## src/include/uart_rx_pkg.sv

```systemverilog
package uart_rx_pkg;
    // Register offsets on the plain register port.
    localparam logic [2:0] MODE_OFS    = 3'h0;
    localparam logic [2:0] ERR_OFS     = 3'h1;
    localparam logic [2:0] BUF_OFS     = 3'h2;
    localparam logic [2:0] DIV_OFS     = 3'h3;
    localparam logic [2:0] CLKSEL_OFS  = 3'h4;
    localparam logic [2:0] CTRL_OFS    = 3'h5;
    // Fields of operation_mode_reg.
    localparam int POWER_BIT   = 7;
    localparam int RXEN_BIT    = 5;
    localparam int PAR_HI_BIT  = 4;
    localparam int PAR_LO_BIT  = 3;
    localparam int LEN8_BIT    = 2;
    localparam int MERGE_BIT   = 0;
    // Fields of rx_error_status_reg.
    localparam int OVE_BIT     = 0;
    localparam int FE_BIT      = 1;
    localparam int PE_BIT      = 2;
    // Fields of serial_control_reg.
    localparam int BRK_FLAG_BIT = 7;
    localparam int BRK_TRIG_BIT = 6;
    localparam int LSB_BIT      = 1;
    // Parity selections.
    localparam logic [1:0] PAR_NONE = 2'h0;
    localparam logic [1:0] PAR_ZERO = 2'h1;
    localparam logic [1:0] PAR_ODD  = 2'h2;
    localparam logic [1:0] PAR_EVEN = 2'h3;
    // Values after reset.
    localparam logic [7:0] MODE_RST   = 8'h01;
    localparam logic [7:0] BUF_RST    = 8'hff;
    localparam logic [7:0] DIV_RST    = 8'hff;
    localparam logic [3:0] CLKSEL_RST = 4'h0;
    localparam logic [1:0] CTRL_RST   = 2'h0;
    // Prescaler, break and data length figures.
    localparam int          PRE_W      = 10;
    localparam logic [3:0]  PRE_MAX    = 4'ha;
    localparam logic [3:0]  BRK_MIN    = 4'hb;
    localparam logic [3:0]  BRK_SAT    = 4'hf;
    localparam logic [2:0]  LAST_BIT8  = 3'h7;
    localparam logic [2:0]  LAST_BIT7  = 3'h6;
    // Receiver states.
    typedef enum logic [2:0] {
        IDLE, START, DATA, PARITY, STOP, BRK
    } rx_state_e;
endpackage : uart_rx_pkg

```

## src/design/base_prescaler.sv

```systemverilog
`timescale 1ns/1ns
`default_nettype none
module base_prescaler (
    // Clock and reset.
    input  wire logic       clock_in,
    input  wire logic       rst_n_in,
    // Control.
    input  wire logic       power_in,
    input  wire logic [3:0] select_in,
    // Base clock enable.
    output logic            base_tick_out
);
    import uart_rx_pkg::*;

    typedef struct packed {
        logic [PRE_W-1:0] cnt;
    } pre_s;

    pre_s             s_r;
    pre_s             s_nxt;
    logic [3:0]       sel_c;
    logic [PRE_W-1:0] mask_c;

    // Selections past the top divide ratio use the top ratio.
    assign sel_c  = (select_in > PRE_MAX) ? PRE_MAX : select_in;
    assign mask_c = PRE_W'((11'h1 << sel_c) - 11'h1);
    assign base_tick_out = power_in && ((s_r.cnt & mask_c) == mask_c);

    // The base clock stands still while the port is off.
    always_comb begin
        s_nxt = s_r;
        s_nxt.cnt = power_in ? s_r.cnt + PRE_W'(1) : '0;
    end

    always_ff @(posedge clock_in) begin
        if (!rst_n_in) begin
            s_r <= '0;
        end else begin
            s_r <= s_nxt;
        end
    end
endmodule : base_prescaler
`default_nettype wire

```

## src/design/uart_receiver.sv

```systemverilog
// Our own choices: the register offsets and strobed register access.
`timescale 1ns/1ns
`default_nettype none
module uart_receiver (
    // Clock and reset.
    input  wire logic       clock_in,
    input  wire logic       rst_n_in,
    // Register port.
    input  wire logic [2:0] reg_addr_in,
    input  wire logic [7:0] reg_wdata_in,
    input  wire logic       reg_wr_in,
    input  wire logic       reg_rd_in,
    output logic [7:0]      reg_rdata_out,
    // Serial line.
    input  wire logic       serial_in_pin_in,
    // Interrupt requests.
    output logic            rx_done_irq_out,
    output logic            rx_error_irq_out
);
    import uart_rx_pkg::*;

    typedef struct packed {
        rx_state_e  state;
        logic       samp;
        logic       level;
        logic       prev;
        logic [7:0] cnt;
        logic       half;
        logic [2:0] bit_idx;
        logic       par_acc;
        logic       par_bad;
        logic [3:0] low_cnt;
        logic [7:0] rx_shift_reg;
        logic [7:0] rx_buffer_reg;
        logic       buf_full;
        logic [2:0] err;
        logic [7:0] operation_mode_reg;
        logic [7:0] baud_divisor_reg;
        logic [3:0] base_clock_select_reg;
        logic       break_rx_trigger;
        logic       break_rx_flag;
        logic       lsb_first;
        logic [7:0] rdata;
        logic       done_irq;
        logic       err_irq;
    } rx_s;

    rx_s        s_r;
    rx_s        s_nxt;
    logic       base_tick;
    logic       enabled;
    logic       cnt_hit;
    logic       sample_ev;
    logic       fall;
    logic [1:0] par_mode;
    logic [2:0] last_bit;
    logic       rd_err;
    logic       rd_buf;
    logic       serial_in_pin;

    // The receiver only looks at the line when fully switched on.
    assign enabled = s_r.operation_mode_reg[POWER_BIT]
                  && s_r.operation_mode_reg[RXEN_BIT];
    assign par_mode = s_r.operation_mode_reg[PAR_HI_BIT:PAR_LO_BIT];
    assign last_bit = s_r.operation_mode_reg[LEN8_BIT] ? LAST_BIT8
                                                       : LAST_BIT7;
    assign cnt_hit = base_tick
                  && (s_r.cnt == s_r.baud_divisor_reg - 8'h01);
    // Start is checked after k ticks, each later bit after 2k ticks.
    assign sample_ev = enabled && cnt_hit
                    && (s_r.state == START || s_r.half);
    assign fall = s_r.prev && !s_r.level;
    assign rd_err = reg_rd_in && reg_addr_in == ERR_OFS;
    assign rd_buf = reg_rd_in && reg_addr_in == BUF_OFS;
    assign serial_in_pin = serial_in_pin_in;

    assign reg_rdata_out    = s_r.rdata;
    assign rx_done_irq_out  = s_r.done_irq;
    assign rx_error_irq_out = s_r.err_irq;

    // Base clock: source selector in front of the 8-bit counter.
    base_prescaler u_pre (
        .clock_in      (clock_in),
        .rst_n_in      (rst_n_in),
        .power_in      (s_r.operation_mode_reg[POWER_BIT]),
        .select_in     (s_r.base_clock_select_reg),
        .base_tick_out (base_tick)
    );

    // Whole receiver: registers, filter, bit timing and frame sequence.
    always_comb begin
        logic [2:0] new_err;
        logic       done;
        new_err = 3'h0;
        done    = 1'b0;
        s_nxt = s_r;
        s_nxt.done_irq = 1'b0;
        s_nxt.err_irq  = 1'b0;

        // Noise filter and bit timing run on the base clock.
        if (!enabled) begin
            s_nxt.state = IDLE;
            s_nxt.cnt   = 8'h00;
            s_nxt.half  = 1'b0;
        end else if (base_tick) begin
            s_nxt.samp = serial_in_pin;
            if (s_r.samp == serial_in_pin) begin
                s_nxt.level = serial_in_pin;
            end
            s_nxt.prev = s_r.level;
            if (s_r.state == IDLE) begin
                s_nxt.cnt = 8'h00;
                if (fall) begin
                    s_nxt.state = START;
                end
            end else if (cnt_hit) begin
                s_nxt.cnt  = 8'h00;
                s_nxt.half = (s_r.state == START) ? 1'b0 : !s_r.half;
            end else begin
                s_nxt.cnt = s_r.cnt + 8'h01;
            end
        end

        // Frame sequence, one step per mid-bit sample.
        if (sample_ev) begin
            unique case (s_r.state)
                START: begin
                    if (s_r.level) begin
                        s_nxt.state = IDLE;
                    end else if (s_r.break_rx_trigger) begin
                        s_nxt.state         = BRK;
                        s_nxt.break_rx_flag = 1'b1;
                        s_nxt.low_cnt       = 4'h1;
                    end else begin
                        s_nxt.state   = DATA;
                        s_nxt.bit_idx = 3'h0;
                        s_nxt.par_acc = 1'b0;
                    end
                end
                DATA: begin
                    s_nxt.par_acc = s_r.par_acc ^ s_r.level;
                    s_nxt.rx_shift_reg = s_r.lsb_first
                        ? {s_r.level, s_r.rx_shift_reg[7:1]}
                        : {s_r.rx_shift_reg[6:0], s_r.level};
                    s_nxt.bit_idx = s_r.bit_idx + 3'h1;
                    if (s_r.bit_idx == last_bit) begin
                        s_nxt.state = (par_mode == PAR_NONE) ? STOP
                                                             : PARITY;
                    end
                end
                PARITY: begin
                    // Mismatch is held until the frame ends.
                    unique case (par_mode)
                        PAR_EVEN: s_nxt.par_bad = s_r.par_acc ^ s_r.level;
                        PAR_ODD:  s_nxt.par_bad = !(s_r.par_acc
                                                    ^ s_r.level);
                        default:  s_nxt.par_bad = 1'b0;
                    endcase
                    s_nxt.state = STOP;
                end
                STOP: begin
                    // Only one stop bit is ever checked.
                    s_nxt.state   = IDLE;
                    done          = 1'b1;
                    new_err[PE_BIT] = s_r.par_bad;
                    new_err[FE_BIT] = !s_r.level;
                    new_err[OVE_BIT] = s_r.buf_full;
                    s_nxt.par_bad = 1'b0;
                    if (!s_r.buf_full) begin
                        s_nxt.rx_buffer_reg = s_r.lsb_first
                            && !s_r.operation_mode_reg[LEN8_BIT]
                            ? {1'b0, s_r.rx_shift_reg[7:1]}
                            : {s_r.operation_mode_reg[LEN8_BIT]
                               & s_r.rx_shift_reg[7],
                               s_r.rx_shift_reg[6:0]};
                        s_nxt.buf_full = 1'b1;
                    end
                end
                BRK: begin
                    // Error checks and buffer transfer stay off here.
                    if (!s_r.level) begin
                        if (s_r.low_cnt != BRK_SAT) begin
                            s_nxt.low_cnt = s_r.low_cnt + 4'h1;
                        end
                    end else if (s_r.low_cnt >= BRK_MIN) begin
                        s_nxt.state            = IDLE;
                        s_nxt.done_irq         = 1'b1;
                        s_nxt.break_rx_trigger = 1'b0;
                        s_nxt.break_rx_flag    = 1'b0;
                    end else begin
                        s_nxt.state = IDLE;
                    end
                end
                default: s_nxt.state = IDLE;
            endcase
        end

        // Request routing; errors may ride on the done request.
        if (done) begin
            if (new_err != 3'h0
                && !s_r.operation_mode_reg[MERGE_BIT]) begin
                s_nxt.err_irq = 1'b1;
            end else begin
                s_nxt.done_irq = 1'b1;
            end
        end

        // Read data and side effects of reads. New errors win a clear.
        unique case (reg_addr_in)
            MODE_OFS:   s_nxt.rdata = s_r.operation_mode_reg;
            ERR_OFS:    s_nxt.rdata = {5'h00, s_r.err};
            BUF_OFS:    s_nxt.rdata = s_r.rx_buffer_reg;
            DIV_OFS:    s_nxt.rdata = s_r.baud_divisor_reg;
            CLKSEL_OFS: s_nxt.rdata = {4'h0, s_r.base_clock_select_reg};
            CTRL_OFS:   s_nxt.rdata = {s_r.break_rx_flag,
                                       s_r.break_rx_trigger, 4'h0,
                                       s_r.lsb_first, 1'b0};
            default:    s_nxt.rdata = 8'h00;
        endcase
        if (!reg_rd_in) begin
            s_nxt.rdata = s_r.rdata;
        end
        s_nxt.err = (rd_err ? 3'h0 : s_r.err) | new_err;
        if (rd_buf && !done) begin
            s_nxt.buf_full = 1'b0;
        end

        // Register writes.
        if (reg_wr_in) begin
            unique case (reg_addr_in)
                MODE_OFS:   s_nxt.operation_mode_reg = reg_wdata_in;
                DIV_OFS:    s_nxt.baud_divisor_reg   = reg_wdata_in;
                CLKSEL_OFS: s_nxt.base_clock_select_reg
                                = reg_wdata_in[3:0];
                CTRL_OFS: begin
                    s_nxt.lsb_first = reg_wdata_in[LSB_BIT];
                    if (enabled) begin
                        s_nxt.break_rx_trigger
                            = reg_wdata_in[BRK_TRIG_BIT];
                    end
                end
                default: ;
            endcase
        end
        // Switching the receiver off ends any break wait.
        if (!enabled) begin
            s_nxt.break_rx_trigger = 1'b0;
            s_nxt.break_rx_flag    = 1'b0;
        end
    end

    always_ff @(posedge clock_in) begin
        if (!rst_n_in) begin
            s_r <= '0;
            s_r.level <= 1'b1;
            s_r.samp  <= 1'b1;
            s_r.prev  <= 1'b1;
            s_r.rx_buffer_reg <= BUF_RST;
            s_r.operation_mode_reg <= MODE_RST;
            s_r.baud_divisor_reg <= DIV_RST;
            s_r.base_clock_select_reg <= CLKSEL_RST;
        end else begin
            s_r <= s_nxt;
        end
    end

    // Checks on the receiver.
    off_clear_a: assert property (
        @(posedge clock_in) disable iff (!rst_n_in)
        !enabled |=> s_r.cnt == 8'h00 && s_r.state == IDLE)
        else $error("counter not cleared while off");
    overrun_keep_a: assert property (
        @(posedge clock_in) disable iff (!rst_n_in)
        sample_ev && s_r.state == STOP && s_r.buf_full && !rd_err
        |=> $stable(s_r.rx_buffer_reg) && s_r.err[OVE_BIT])
        else $error("overrun overwrote buffer");
    break_hold_a: assert property (
        @(posedge clock_in) disable iff (!rst_n_in)
        s_r.state == BRK |=> $stable(s_r.rx_buffer_reg)
                           && !s_r.err_irq)
        else $error("buffer changed in break");
    err_clear_a: assert property (
        @(posedge clock_in) disable iff (!rst_n_in)
        rd_err && !sample_ev |=> s_r.err == 3'h0)
        else $error("error status not cleared by read");
    err_split_a: assert property (
        @(posedge clock_in) disable iff (!rst_n_in)
        sample_ev && s_r.state == STOP && !s_r.level
        && !s_r.operation_mode_reg[MERGE_BIT]
        |=> s_r.err_irq && !s_r.done_irq)
        else $error("error not on separate request");
    err_merge_a: assert property (
        @(posedge clock_in) disable iff (!rst_n_in)
        sample_ev && s_r.state == STOP && !s_r.level
        && s_r.operation_mode_reg[MERGE_BIT]
        |=> s_r.done_irq && !s_r.err_irq && s_r.err[FE_BIT])
        else $error("merged error not on done request");
    noise_drop_a: assert property (
        @(posedge clock_in) disable iff (!rst_n_in)
        sample_ev && s_r.state == START && s_r.level
        |=> s_r.state == IDLE)
        else $error("noise edge taken as start");
    break_short_a: assert property (
        @(posedge clock_in) disable iff (!rst_n_in)
        sample_ev && s_r.state == BRK && s_r.level
        && s_r.low_cnt < BRK_MIN && !reg_wr_in
        |=> s_r.break_rx_trigger && s_r.break_rx_flag && !s_r.done_irq)
        else $error("short break ended break mode");
    break_ok_a: assert property (
        @(posedge clock_in) disable iff (!rst_n_in)
        sample_ev && s_r.state == BRK && s_r.level
        && s_r.low_cnt >= BRK_MIN
        |=> s_r.done_irq && !s_r.break_rx_trigger && !s_r.break_rx_flag)
        else $error("long break not completed");
    filter_a: assert property (
        @(posedge clock_in) disable iff (!rst_n_in)
        enabled && !$stable(s_r.level) |-> $past(s_r.samp) == s_r.level)
        else $error("filter passed a single sample");
    frame_done_c: cover property (
        @(posedge clock_in) disable iff (!rst_n_in) s_r.done_irq);
    frame_err_c: cover property (
        @(posedge clock_in) disable iff (!rst_n_in) s_r.err_irq);
    break_done_c: cover property (
        @(posedge clock_in) disable iff (!rst_n_in)
        $fell(s_r.break_rx_flag) && s_r.done_irq);
endmodule : uart_receiver
`default_nettype wire

```

## config.mk

```make
export PLATFORM = sky130hd
export DESIGN_NAME = uart_receiver
export DESIGN_NICKNAME = d
export VERILOG_FILES = /design/src/include/uart_rx_pkg.sv /design/src/design/base_prescaler.sv /design/src/design/uart_receiver.sv
export SDC_FILE = /design/constraint.sdc
export NUM_CORES = 1
export LEC_CHECK = 0
export BUFFER_PORTS_ARGS = -buffer_cell sky130_fd_sc_hd__buf_2
export CAP_MARGIN = 20
export CORE_MARGIN = 2
export CORE_UTILIZATION = 66
export CTS_CLUSTER_SIZE = 14
export DETAILED_ROUTE_END_ITERATION = 10
export GPL_ROUTABILITY_DRIVEN = 0
export GPL_TIMING_DRIVEN = 1
export PLACE_DENSITY = 0.85
export SLEW_MARGIN = 5
export SYNTH_ARGS = -nofsm -noshare
export SYNTH_HDL_FRONTEND = slang
export SYNTH_SLANG_ARGS = --single-unit
```

## constraint.sdc

```tcl
create_clock -name clock_in -period 6.6 [get_ports clock_in]
set_clock_uncertainty 0.15 [all_clocks]
set_input_delay 0.33 -clock clock_in [delete_from_list [all_inputs] [get_ports clock_in]]
set_output_delay 0.33 -clock clock_in [all_outputs]
set_load 0.05 [all_outputs]
```

**Word-level counts from Yosys, hierarchy flattened**

Cells that the tools add are included.

- Add/subtract/negate cells: 6
- Multiply operators: 0
- Div/mod/pow operators: 0
- Order comparisons: 2
- Eq/ne operators: 24
- Shift-type cells: 1
- Mux-type cells: 54
- Bitwise operators: 7
- Reduce and logical (&&, ||, !) cells: 43

Operator list:

| kind | count |
|---|---|
| 8-bit case mux with 6 select lines | 1 |
| 3-bit two-way mux | 12 |
| 8-bit two-way mux | 4 |
| 4-bit two-way mux | 7 |
| 2-bit AND reduction | 11 |
| 1-bit two-way mux | 19 |
| 4-bit case mux with 2 select lines | 2 |
| 15-bit two-way mux | 1 |
| 2-bit != test (second input constant) | 7 |
| 3-bit by 2-bit equality test with 1-bit output (second input constant) | 4 |
| 3-bit equality test (second input constant) | 4 |
| 3-bit case mux with 4 select lines | 1 |
| 6-bit AND reduction | 2 |
| 1-bit logical AND | 11 |
| 10-bit by 1-bit adder with 10-bit output (second input constant) | 1 |
| 10-bit AND | 1 |
| 10-bit equality test | 1 |
| 1-bit by 4-bit left shift with 10-bit output (first input constant) | 1 |
| 10-bit by 1-bit subtractor with 10-bit output (second input constant) | 1 |
| 3-bit AND reduction | 3 |
| 8-bit by 1-bit adder with 8-bit output (second input constant) | 1 |
| 8-bit equality test | 1 |
| 2-bit two-way mux | 4 |
| 8-bit by 1-bit subtractor with 8-bit output (second input constant) | 1 |
| other kinds (22) | 36 |

- Register bits after elaboration: 87
- Latch bits: 0
- Bits in writable memories: 0
- Memory bits (read-only): 0
- Input port bits: 16
- Logic and storage cells: 161
- Memories kept: 0

**Depth between registers and ports, before layout**

Gate-level depths: netlist (run 1).

- Depth after elaboration: 15
- Depth in mapped cells: 11

**Hierarchy**

From an unflattened synthesis (run 1), not the netlist that was laid out.

- Cells, all modules: 558
- Area, all modules: 4704.5 um^2

Modules (own cells, without submodules):

| module | times used | cells each | area each (um^2) | sequential area each (um^2) |
|---|---|---|---|---|
| uart_receiver | 1 | 485 | 4091.4 | 1541.5 |
| base_prescaler | 1 | 73 | 613.1 | 200.2 |

**Least setup slack after synthesis (run 1)**

OpenSTA, ideal clock, no wires.

- Path type: register -> register
- Start point: register s_r[15] in the netlist's numbering
- End point: register s_r[50] in the netlist's numbering
- Library setup time: 0.091 ns
- Arrival time: 2.617 ns
- Path slack: 3.742 ns
- Stages on the path, launching flop included: 12
- Period minus slack after synthesis: 2.858 ns
- Path through: dfxtp_1 > clkbuf_1 > nor2_1 > nand3_1 > ha_1 > o21ai_0 > a211oi_1 > o221ai_1 > nor3_1 > buf_2 > a31oi_1 > a311oi_1

- Word-level cells in the longest chain between the ends: 11

RTL lines:

| element | line | text |
|---|---|---|
| from (decl) | uart_receiver.sv:48 | `rx_s s_r;` |
| from (signal assigned) | uart_receiver.sv:263 | `s_r <= s_nxt;` |
| 4-bit greater-than comparator | base_prescaler.sv:25 | `assign sel_c = (select_in > PRE_MAX) ? PRE_MAX : select_in;` |
| 4-bit two-way mux * | base_prescaler.sv:25 |  |
| 1-bit by 4-bit left shift with 10-bit output * | base_prescaler.sv:26 | `assign mask_c = PRE_W'((11'h1 << sel_c) - 11'h1);` |
| 10-bit by 1-bit subtractor with 10-bit output * | base_prescaler.sv:26 |  |
| 10-bit AND | base_prescaler.sv:27 | `assign base_tick_out = power_in && ((s_r.cnt & mask_c) == mask_c);` |
| 10-bit equality test * | base_prescaler.sv:27 |  |
| 1-bit logical AND * | base_prescaler.sv:27 |  |
| 1-bit logical AND * | uart_receiver.sv:68 | `&& (s_r.cnt == s_r.baud_divisor_reg - 8'h01);` |
| 1-bit logical AND * | uart_receiver.sv:70 | `assign sample_ev = enabled && cnt_hit` |
| 1-bit logical AND * | uart_receiver.sv:71 | `&& (s_r.state == START \|\| s_r.half);` |
| 2-bit AND reduction (no line) * | -- |  |

Mark *: on every way between the ends. The rest lies on a longest branch, timed or not.
A chain may end at the register's enable or synchronous reset.

**Final worst setup path (run 1)**

- Start point: register s_r[14] in the netlist's numbering
- End point: register s_r[48] in the netlist's numbering

Same word-level chain as after synthesis.

==> summary.txt, run 1 <==
Die
  • Die Wd: 89.4 µm
  • Num rows: 31
  • Initial core utilization: 67.1%
  • Die Area: 8000 µm²
  • I/O pins: 26
  • Die height: 89.4 µm
  • Total core area: 7180 µm²

Timing
  • Setup tns final: 0 ns
  • Min Tclk post-route: 3.37 ns
  • Max Slew Vio Count: 0
  • Fin. Hold Viols: 0
  • RSZ-0062 raised after global routing: false
  • Hold_ws: 0.0457 ns
  • Rel. slew slack: 47.0%
  • Slew @ Worst Pin: 0.790 ns
  • Setup WS post-layout: 3.23 ns
  • Final setup fails: 0
  • Period utilisation layout: 51.0%
  • Fmax: 0.297 GHz

Critical path
  • Stages on the worst setup path: 9
  • Crit end category: flip-flop
  • Crit path cell chain: nor2_1 -> nand3_1 -> ha_1 -> nor4b_1 -> a211oi_1 -> o221ai_1 -> or2_2 -> nor3_2 -> a311oi_1
  • Arrival @ worst endpoint: 3.43 ns
  • RR Startpoint: s_r[14]
  • Worst-path maximum fanout: 12
  • Crit Path Class: flip-flop to flip-flop
  • R2R cell count: 9
  • CP delay by family, top: simple AND/OR/NAND/NOR gates
  • CP max stage delay: 0.68 ns
  • CP Data Required Time: 6.66 ns
  • CP Launch Type: flip-flop
  • Crit path from: s_r[14]
  • Slowest-stage cell, CP: nor3_2
  • WP buf/inv: 0

Placed design
  • Inst Count DP: 656
  • Place WS: 3.28 ns
  • # port buffers: 25
  • Hpwl dp: 8.71 mm

Drt
  • DRT Wirelength: 12.6 mm
  • Residual DRC: 0
  • Detailed Route Iter0 Violations: 369
  • Detail Route Antenna Nets: 0
  • Drt pass-1 iters: 5
  • WL/cell: 18.8 µm
  • Vias/cell: 6.78
  • DR vias: 4,553

Clock network
  • Post-CTS Resized: 0
  • Root Buffer: clkbuf_8
  • CTS buffer count: 9
  • H-tree levels: 3
  • CTS tree: yes
  • Clk Latency, worst-skew pair: 0.37 ns
  • Clock Tree Buf Depth: 2
  • Hold Buf Count CTS: 0
  • CTS clock-pin slew for the worst setup and hold paths: 0.09 ns
  • Post-CTS Setup Bufs: 0
  • Num Clock Sinks: 87

Worst hold path
  • Hold WC Path Type: input pin to flip-flop
  • Number of cells on the worst hold path: 3
  • Min-delay src: reg_wdata_in[7]

Yosys
  • Yosys warns: 0
  • Synth top area share: 36.2%
  • Top cells by area, synth: dfxtp_1 36%, mux2i_1 5.4%, nand2_1 5.0%, nand3_1 3.9%, a31oi_1 3.4%
  • Seq/Total Area, Yosys: 36.2%
  • Commonest cells in the netlist: 87 x dfxtp_1, 64 x nand2_1, 40 x nor2_1, 38 x nand3_1, 33 x clkbuf_1
  • Fraction of registers with async set/reset: 0%
  • Number of flops mapped to enable cells by yosys: 0
  • Synth unique cells: 65
  • Yosys reg bits: 87
  • Netlist Area Pre-Place: 4820 µm²
  • Post-Syn Nets: 599
  • Syn Inst Count: 577
  • Synth area leader: dfxtp_1
  • Syn_area_per_cell: 8.35 µm²
  • Count leader, synth: dfxtp_1
  • Most used DFF post-synth: dfxtp_1

GRT
  • Initial antenna violation count: 0
  • First-pass GRT wire length: 20.1 mm
  • GRT Total Usage: 32.7%
  • Grt total ovfl: 0
  • Largest net degree at the start of global routing: 47
  • Vias in the first global route: 4,034

Layout
  • # nets final: 590
  • Diodes inserted: 0
  • Layout cells sized above 1: 11.0%
  • Area delta synth->final: 4.42%
  • Non-filler cells, final: 672

Outcome
  • Status: finished, final reports clean

Power and ir drop
  • Worst vdd ir: 118 µV
  • LEAKAGE: 1.72 nW
  • PwrDens: 188 nW/µm²

Job
  • Max_cap viols: 0
## area by class of cell
type | instances | area (µm²)
sequential | 87 | 1740
fill | 582 | 2150
timing repair buffer | 31 | 170
inverter | 10 | 37.5
clock buffer | 10 | 128
clock inverter | 6 | 37.5
tap | 99 | 124
multi-input combinational | 429 | 2790
## kinds of logic (layout without fill, tap and decap cells)
group,Yosys count,count (layout),synth area share (%)
simple gates,230,230,24.7
xor+xnor,21,21,3.82
compound gates,139,139,20.1
flops,87,87,36.2
mux,33,33,7.74
fa+ha+maj,6,6,1.56
buf+inv,61,57,5.90
## cell usage in the layout, fill, tap and decap left out, types with 12 or more instances in the layout
cell	count
a311oi_1	13
o21ai_0	24
nor2_1	40
a31oi_1	26
dfxtp_1	87
mux2i_1	26
nand3_1	38
buf_2	25
nand2_1	64
nor3_1	14
nand2b_1	12
a21oi_1	19
## stage by stage
step                total power [mW]  area, µm²  utilization, %
floorplan                      0.605       4820               -
global placement               0.620       4860            67.8
detailed placement             0.623       4860            67.8
CTS                            0.944       5030            70.1
global route                   0.979       5030            70.1
finish                         0.944       5030            70.1
## worst paths after layout
path | slack, ns | endpoint
worst max register to register | 3.23 | s_r[48]
worst min-delay path | 0.05 | s_r[24]
worst max-delay path | 3.23 | s_r[48]
worst min register to register | 0.32 | s_r[26]
## power breakdown
part	total (mW)	internal [mW]	switching [mW]
sequential	0.540	0.531	0.00886
clock	0.332	0.135	0.197
combinational	0.0724	0.0237	0.0487
## worst reg2reg max path: stages, from the launching register on
cell and delay, ns:
dfxtp_1 0.53, nor2_1 0.14, nand3_1 0.11, ha_1 0.25
nor4b_1 0.08, a211oi_1 0.21, o221ai_1 0.33, or2_2 0.52
nor3_2 0.68, a311oi_1 0.20
## registers in the layout (all words and copies together), names as in the netlist
| register | count |
|---|---|
| rx_done_irq_out | 1 |
| u_pre.s_r | 10 |
| rx_error_irq_out | 1 |
| s_r | 65 |
| reg_rdata_out | 8 |
| par_mode | 2 |
## layer usage
layer | GRT usage (%) | routed length [µm] | up-vias
met3 | 5.91 | 1080 | 35
li1 | - | - | 2112
met4 | 10.7 | 250 | 0
met2 | 51.9 | 5920 | 248
met5 | 0 | 0 | -
met1 | 45.0 | 5380 | 2158
No activity file was read; power rests on OpenSTA's default activity.
==> run 2, diff against run 1 <==
--- a/config.mk
+++ b/config.mk
@@ -5,15 +5,16 @@
 export SDC_FILE = /design/constraint.sdc
 export NUM_CORES = 1
 export LEC_CHECK = 0
+export ABC_AREA = 1
 export BUFFER_PORTS_ARGS = -buffer_cell sky130_fd_sc_hd__buf_2
 export CAP_MARGIN = 20
 export CORE_MARGIN = 2
-export CORE_UTILIZATION = 66
+export CORE_UTILIZATION = 55
 export CTS_CLUSTER_SIZE = 14
 export DETAILED_ROUTE_END_ITERATION = 10
 export GPL_ROUTABILITY_DRIVEN = 0
 export GPL_TIMING_DRIVEN = 1
-export PLACE_DENSITY = 0.85
+export PLACE_DENSITY = 0.76
 export SLEW_MARGIN = 5
 export SYNTH_ARGS = -nofsm -noshare
 export SYNTH_HDL_FRONTEND = slang
==> constraint.sdc (replaced) <==
create_clock -name clock_in -period 3.07 [get_ports clock_in]
set_clock_uncertainty 0.15 [all_clocks]
set_input_delay 0.1535 -clock clock_in [delete_from_list [all_inputs] [get_ports clock_in]]
set_output_delay 0.1535 -clock clock_in [all_outputs]
set_load 0.05 [all_outputs]
==> summary.txt, run 2 <==
Timing
  • Max Slew Vio Count: 0
  • Slew @ Worst Pin: 1.07 ns
  • RSZ-0062 raised after global routing: false
  • Min Tclk post-route: 2.78 ns
  • Setup tns final: 0 ns
  • Final setup fails: 0
  • Fin. Hold Viols: 0
  • Rel. slew slack: 28.7%
  • Period utilisation layout: 90.5%
  • Fmax: 0.360 GHz

Clock network
  • Clk Latency, worst-skew pair: 0.36 ns
  • CTS clock-pin slew for the worst setup and hold paths: 0.09 ns
  • Hold Buf Count CTS: 11
  • Num Clock Sinks: 87
  • Post-CTS Setup Bufs: 0
  • Clock Tree Buf Depth: 2
  • CTS tree: yes
  • Root Buffer: clkbuf_8
  • CTS buffer count: 9
  • H-tree levels: 3
  • Post-CTS Resized: 0

Yosys
  • Most used DFF post-synth: dfxtp_1
  • Yosys reg bits: 87
  • Commonest cells in the netlist: 151 x nand2_1, 87 x dfxtp_1, 77 x inv_1, 72 x a21oi_1, 65 x nor2_1
  • Post-Syn Nets: 690
  • Top cells by area, synth: dfxtp_1 38%, nand2_1 12%, a21oi_1 7.9%, o21ai_0 6.3%, inv_1 6.3%
  • Synth top area share: 37.9%
  • Syn_area_per_cell: 6.87 µm²
  • Syn Inst Count: 668
  • Number of flops mapped to enable cells by yosys: 0
  • Fraction of registers with async set/reset: 0%
  • Synth area leader: dfxtp_1
  • Count leader, synth: nand2_1
  • Netlist Area Pre-Place: 4590 µm²
  • Seq/Total Area, Yosys: 37.9%
  • Yosys warns: 0
  • Synth unique cells: 44

GRT
  • Largest net degree at the start of global routing: 34
  • Initial antenna violation count: 0
  • Vias in the first global route: 4,095
  • GRT Total Usage: 26.0%
  • First-pass GRT wire length: 18.5 mm
  • Grt total ovfl: 0

Die
  • Total core area: 8130 µm²
  • Die Wd: 95.3 µm
  • Die height: 95.3 µm
  • Num rows: 33
  • Die Area: 9090 µm²
  • I/O pins: 26
  • Initial core utilization: 56.4%

Layout
  • Layout cells sized above 1: 9.20%
  • Area delta synth->final: 8.97%
  • Design Area, Final: 5000 µm²
  • # nets final: 713
  • Max FFs per register: 65
  • Reg with most FFs: s_r
  • Diodes inserted: 0
  • Most frequent cells in the layout: 151 x nand2_1, 87 x dfxtp_1, 77 x inv_1
  • Fillers: 781
  • Commonest non-fill, non-tap cell in the layout: nand2_1

Critical path
  • Worst-path maximum fanout: 14
  • R2R cell count: 14
  • RR Startpoint: s_r[15]
  • CP Data Required Time: 3.19 ns
  • Crit Path Class: flip-flop to flip-flop
  • CP Launch Type: flip-flop
  • Arrival @ worst endpoint: 2.90 ns
  • Crit end category: flip-flop
  • Reg2reg setup slack: 0.29 ns
  • RR Endpoint: s_r[55]

Drt
  • DRT Wirelength: 11.1 mm
  • DR vias: 4,409
  • WL/cell: 13.9 µm
  • Detail Route Antenna Nets: 0
  • Residual DRC: 0
  • Vias/cell: 5.50
  • Drt pass-1 iters: 5
  • Detailed Route Iter0 Violations: 323

Worst hold path
  • Hold Path Sink: s_r[13]
  • Hold WC Path Type: input pin to flip-flop
  • Number of cells on the worst hold path: 3
  • Min-delay src: reg_wr_in

Power and ir drop
  • PwrDens: 410 nW/µm²
  • LEAKAGE: 1.99 nW
  • Worst vdd ir: 270 µV

Placed design
  • Hpwl dp: 8.36 mm
  • # port buffers: 25
  • Placed Area: 4720 µm²

Job
  • Max_cap viols: 0

Outcome
  • Status: finished, final reports clean
[run 2: cell count changes after synthesis, moves of 8 or more]
cell,change
a21oi_1,+53
a311oi_1,-13
a31oi_1,-25
and3_1,-9
and4_1,-9
clkbuf_1,-20
inv_1,+68
mux2i_1,-26
nand2_1,+87
nand2b_1,-12
nand3_1,-8
nor2_1,+25
nor2b_1,-10
o21ai_0,+34
[run 2: cell type report]
class                   instances  area, µm²  share of cell area (%)
repair buffers                 37        243                    4.85
inverters                      84        315                    6.30
clock inverters                 6       46.3                   0.926
multi-input cells             472       2400                    47.9
flip-flops and latches         87       1740                    34.8
well taps                     105        131                    2.63
clock buffers                  10        128                    2.55
[run 2: through the flow]
stage | std cells | power [mW] | worst slack [ns] | utilization, % | hold WS (ns)
finish | 801 | 2.05 | 0.293 | 61.5 | 0.0704
global route | 801 | 2.13 | 0.0561 | 61.5 | 0.106
CTS | 801 | 2.06 | 0.298 | 61.5 | 0.0561
detailed placement | 774 | 1.34 | 0.321 | 58.0 | 0.265
global placement | 774 | 1.34 | 0.458 | 58.0 | 0.254
floorplan | 668 | 1.30 | 0.737 | - | 0.130
[run 2: per-layer routing]
metal | part of all wire (%) | track usage, % | routed length [µm] | vias up
li1 | - | - | - | 2251
met1 | 46 | 33.2 | 5080 | 1988
met2 | 47 | 42.3 | 5170 | 133
met3 | 4.0 | 3.56 | 449 | 37
met4 | 3.6 | 14.3 | 402 | 0
met5 | 0 | 0 | 0 | -
[run 2: kinds of logic after synthesis]
| kind of cell | count (synthesis) | share of synthesized area [%] |
|---|---|---|
| buffers and inverters | 109 | 9.84 |
| XOR/XNOR | 11 | 2.43 |
| AND/OR/NAND/NOR | 288 | 27.9 |
| AO/OA/AOI/OAI | 167 | 20.2 |
| flip-flops | 87 | 37.9 |
| adder cells (fa/ha/maj) | 6 | 1.64 |
[run 2: worst max path at each step]
stage	startpoint	to	slack (ns)	cells after the start
final	s_r[15]	s_r[55]	0.29	14
after global routing	s_r[15]	s_r[55]	0.06	14
after CTS	s_r[15]	s_r[55]	0.30	14
after detailed placement	s_r[15]	s_r[55]	0.32	14
after global placement	s_r[15]	s_r[55]	0.46	14
after floorplan	s_r[14]	s_r[44]	0.74	15
[run 2: critical path, stage by stage, from the launching register on]
cell and delay [ns]:
dfxtp_1 0.41, a21oi_2 0.22, nand3_1 0.11, ha_1 0.30, nor2_1 0.04, nor2_1 0.08, nand2_1 0.06, nor2_1 0.12
nand3_2 0.10, nor2_4 0.20, nand3_2 0.12, nor2_4 0.27, nand3_4 0.15, or2_0 0.23, a21oi_1 0.12
[run 2: report_power, final]
part | switching (mW) | internal (mW) | total, mW | leakage (nW)
Combinational | 0.114 | 0.0579 | 0.172 | 1.20
Clock | 0.421 | 0.298 | 0.720 | 0.0829
Sequential | 0.0150 | 1.14 | 1.16 | 0.704
Total | 0.550 | 1.50 | 2.05 | 1.99
==> run 3, diff against run 2 <==
--- a/config.mk
+++ b/config.mk
@@ -8,13 +8,16 @@
 export ABC_AREA = 1
 export BUFFER_PORTS_ARGS = -buffer_cell sky130_fd_sc_hd__buf_2
 export CAP_MARGIN = 20
+export CELL_PAD_IN_SITES_DETAIL_PLACEMENT = 1
+export CELL_PAD_IN_SITES_GLOBAL_PLACEMENT = 2
 export CORE_MARGIN = 2
-export CORE_UTILIZATION = 55
+export CORE_UTILIZATION = 31
+export CTS_BUF_LIST = sky130_fd_sc_hd__clkbuf_16
 export CTS_CLUSTER_SIZE = 14
 export DETAILED_ROUTE_END_ITERATION = 10
 export GPL_ROUTABILITY_DRIVEN = 0
 export GPL_TIMING_DRIVEN = 1
-export PLACE_DENSITY = 0.76
+export PLACE_DENSITY_LB_ADDON = 0.1
 export SLEW_MARGIN = 5
 export SYNTH_ARGS = -nofsm -noshare
 export SYNTH_HDL_FRONTEND = slang
==> summary.txt, run 3 (same netlist as run 2, synthesis figures left out) <==
Outcome
  • Status: finished, final reports clean

Power and ir drop
  • P_int: 1.84 mW
  • Combinational share of power: 7.3%
  • Switching share of power: 25.6%
  • PwrDens: 470 nW/µm²
  • Clock power share: 45.7%
  • Net Switching: 0.631 mW
  • LEAKAGE: 2.07 nW
  • Worst vdd ir: 228 µV
  • Total power: 2.47 mW
  • Seq pwr share: 47.0%

Critical path
  • CP max stage delay: 0.39 ns
  • Worst-path maximum fanout: 14
  • CP delay by family, top: simple AND/OR/NAND/NOR gates
  • CP Launch Type: flip-flop
  • CP Data Required Time: 3.19 ns
  • CP most frequent cell: nor2_1
  • Arrival @ worst endpoint: 2.95 ns
  • Crit end category: flip-flop
  • Crit path cell chain: a21oi_2 -> nand3_1 -> ha_1 -> nor2_1 -> nor2_1 -> nand2_1 -> nor2_1 -> nand3_2 -> nor2_4 -> nand3_2 -> nor2_4 -> nand3_4 -> or2_0 -> a21oi_1
  • WP buf/inv: 0
  • Crit Path Class: flip-flop to flip-flop
  • Slowest-stage cell, CP: dfxtp_1

Worst hold path
  • Hold WC Path Type: input pin to flip-flop

Timing
  • Final setup fails: 0
  • Setup tns final: 0 ns
  • Slew @ Worst Pin: 0.649 ns
  • Setup WS post-layout: 0.239 ns
  • Max Slew Vio Count: 0
  • Hold_ws: 0.0176 ns
  • Period utilisation layout: 92.2%
  • Min Tclk post-route: 2.83 ns
  • Fmax: 0.353 GHz
  • Rel. slew slack: 56.7%
  • Fin. Hold Viols: 0
  • RSZ-0062 raised after global routing: false

Clock network
  • CTS tree: yes
  • CTS buffer count: 9
  • Hold Buf Count CTS: 9
  • Clk Latency, worst-skew pair: 0.35 ns
  • Post-CTS Setup Bufs: 0
  • Num Clock Sinks: 87
  • Post-CTS Resized: 0
  • Root Buffer: clkbuf_16
  • H-tree levels: 3
  • Clock Tree Buf Depth: 2
  • CTS clock-pin slew for the worst setup and hold paths: 0.07 ns

Layout
  • Max FFs per register: 65
  • # nets final: 715
  • Multi-input logic area: 2400 µm²
  • Most frequent cells in the layout: 151 x nand2_1, 87 x dfxtp_1, 78 x inv_1
  • Commonest non-fill, non-tap cell in the layout: nand2_1
  • Area delta synth->final: 14.5%
  • Sequential Area: 1740 µm²
  • Reg with most FFs: s_r
  • Fillers: 1,853
  • Post-layout util: 36.3%
  • Diodes inserted: 0
  • Layout cells sized above 1: 9.74%
  • Design Area, Final: 5250 µm²
  • Non-filler cells, final: 882

Die
  • Num rows: 44
  • Initial core utilization: 31.7%
  • Total core area: 14,500 µm²
  • I/O pins: 26
  • Die Area: 15,800 µm²
  • Die Wd: 126 µm
  • Die height: 126 µm

GRT
  • Initial antenna violation count: 0
  • Largest net degree at the start of global routing: 24
  • Grt total ovfl: 0
  • GRT Total Usage: 18.6%
  • Vias in the first global route: 4,527
  • First-pass GRT wire length: 23.4 mm

Drt
  • Residual DRC: 0
  • Detail Route Antenna Nets: 0
  • DR vias: 4,420
  • WL/cell: 16.1 µm
  • Drt pass-1 iters: 4
  • Vias/cell: 5.01
  • DRT Wirelength: 14.2 mm
  • Detailed Route Iter0 Violations: 156

Placed design
  • Inst Count DP: 857
  • Placed Area: 4870 µm²
  • Hpwl dp: 10.9 mm
  • Place WS: 0.247 ns
  • # port buffers: 25

Job
  • Max_cap viols: 0
[run 3: power groups by stage]
stage	logic, mW	clock network (mW)	registers [mW]
2_1_floorplan	0.123	0	1.18
3_3_place_gp	0.168	0	1.18
3_5_place_dp	0.174	0	1.19
4_1_cts	0.184	1.17	1.16
5_1_grt	0.202	1.21	1.16
6_report	0.181	1.13	1.16
[run 3: routing by layer]
metal	wire length [µm]	global-route usage (%)	up-vias
met2	6880	31.6	29
li1	-	-	2253
met1	6780	24.5	2128
met5	0	0	-
met3	315	2.29	10
met4	187	6.08	0
[run 3: layout make-up]
type                            instances  area share [%]
Sequential cell                        87            33.2
Clock buffer                            9            4.29
Timing Repair Buffer                   39            5.19
Multi-Input combinational cell        472            45.6
Inverter                               84            6.00
Tap cell                              184            4.38
Clock inverter                          7            1.38
[run 3: worst paths after layout]
check                           slack [ns]               end  cells past startpoint      start
worst min-delay path                  0.02  reg_rdata_out[5]                      3  reg_rd_in
worst min register to register        0.31  rx_error_irq_out                      1    s_r[25]
worst max-delay path                  0.24           s_r[55]                     14    s_r[15]
worst max register to register        0.24           s_r[55]                     14    s_r[15]
[run 3: tightest hold or removal path, cell delays in order]
cell	delay (ns)
buf_2	0.18
nand2_1	0.09
a21oi_1	0.05
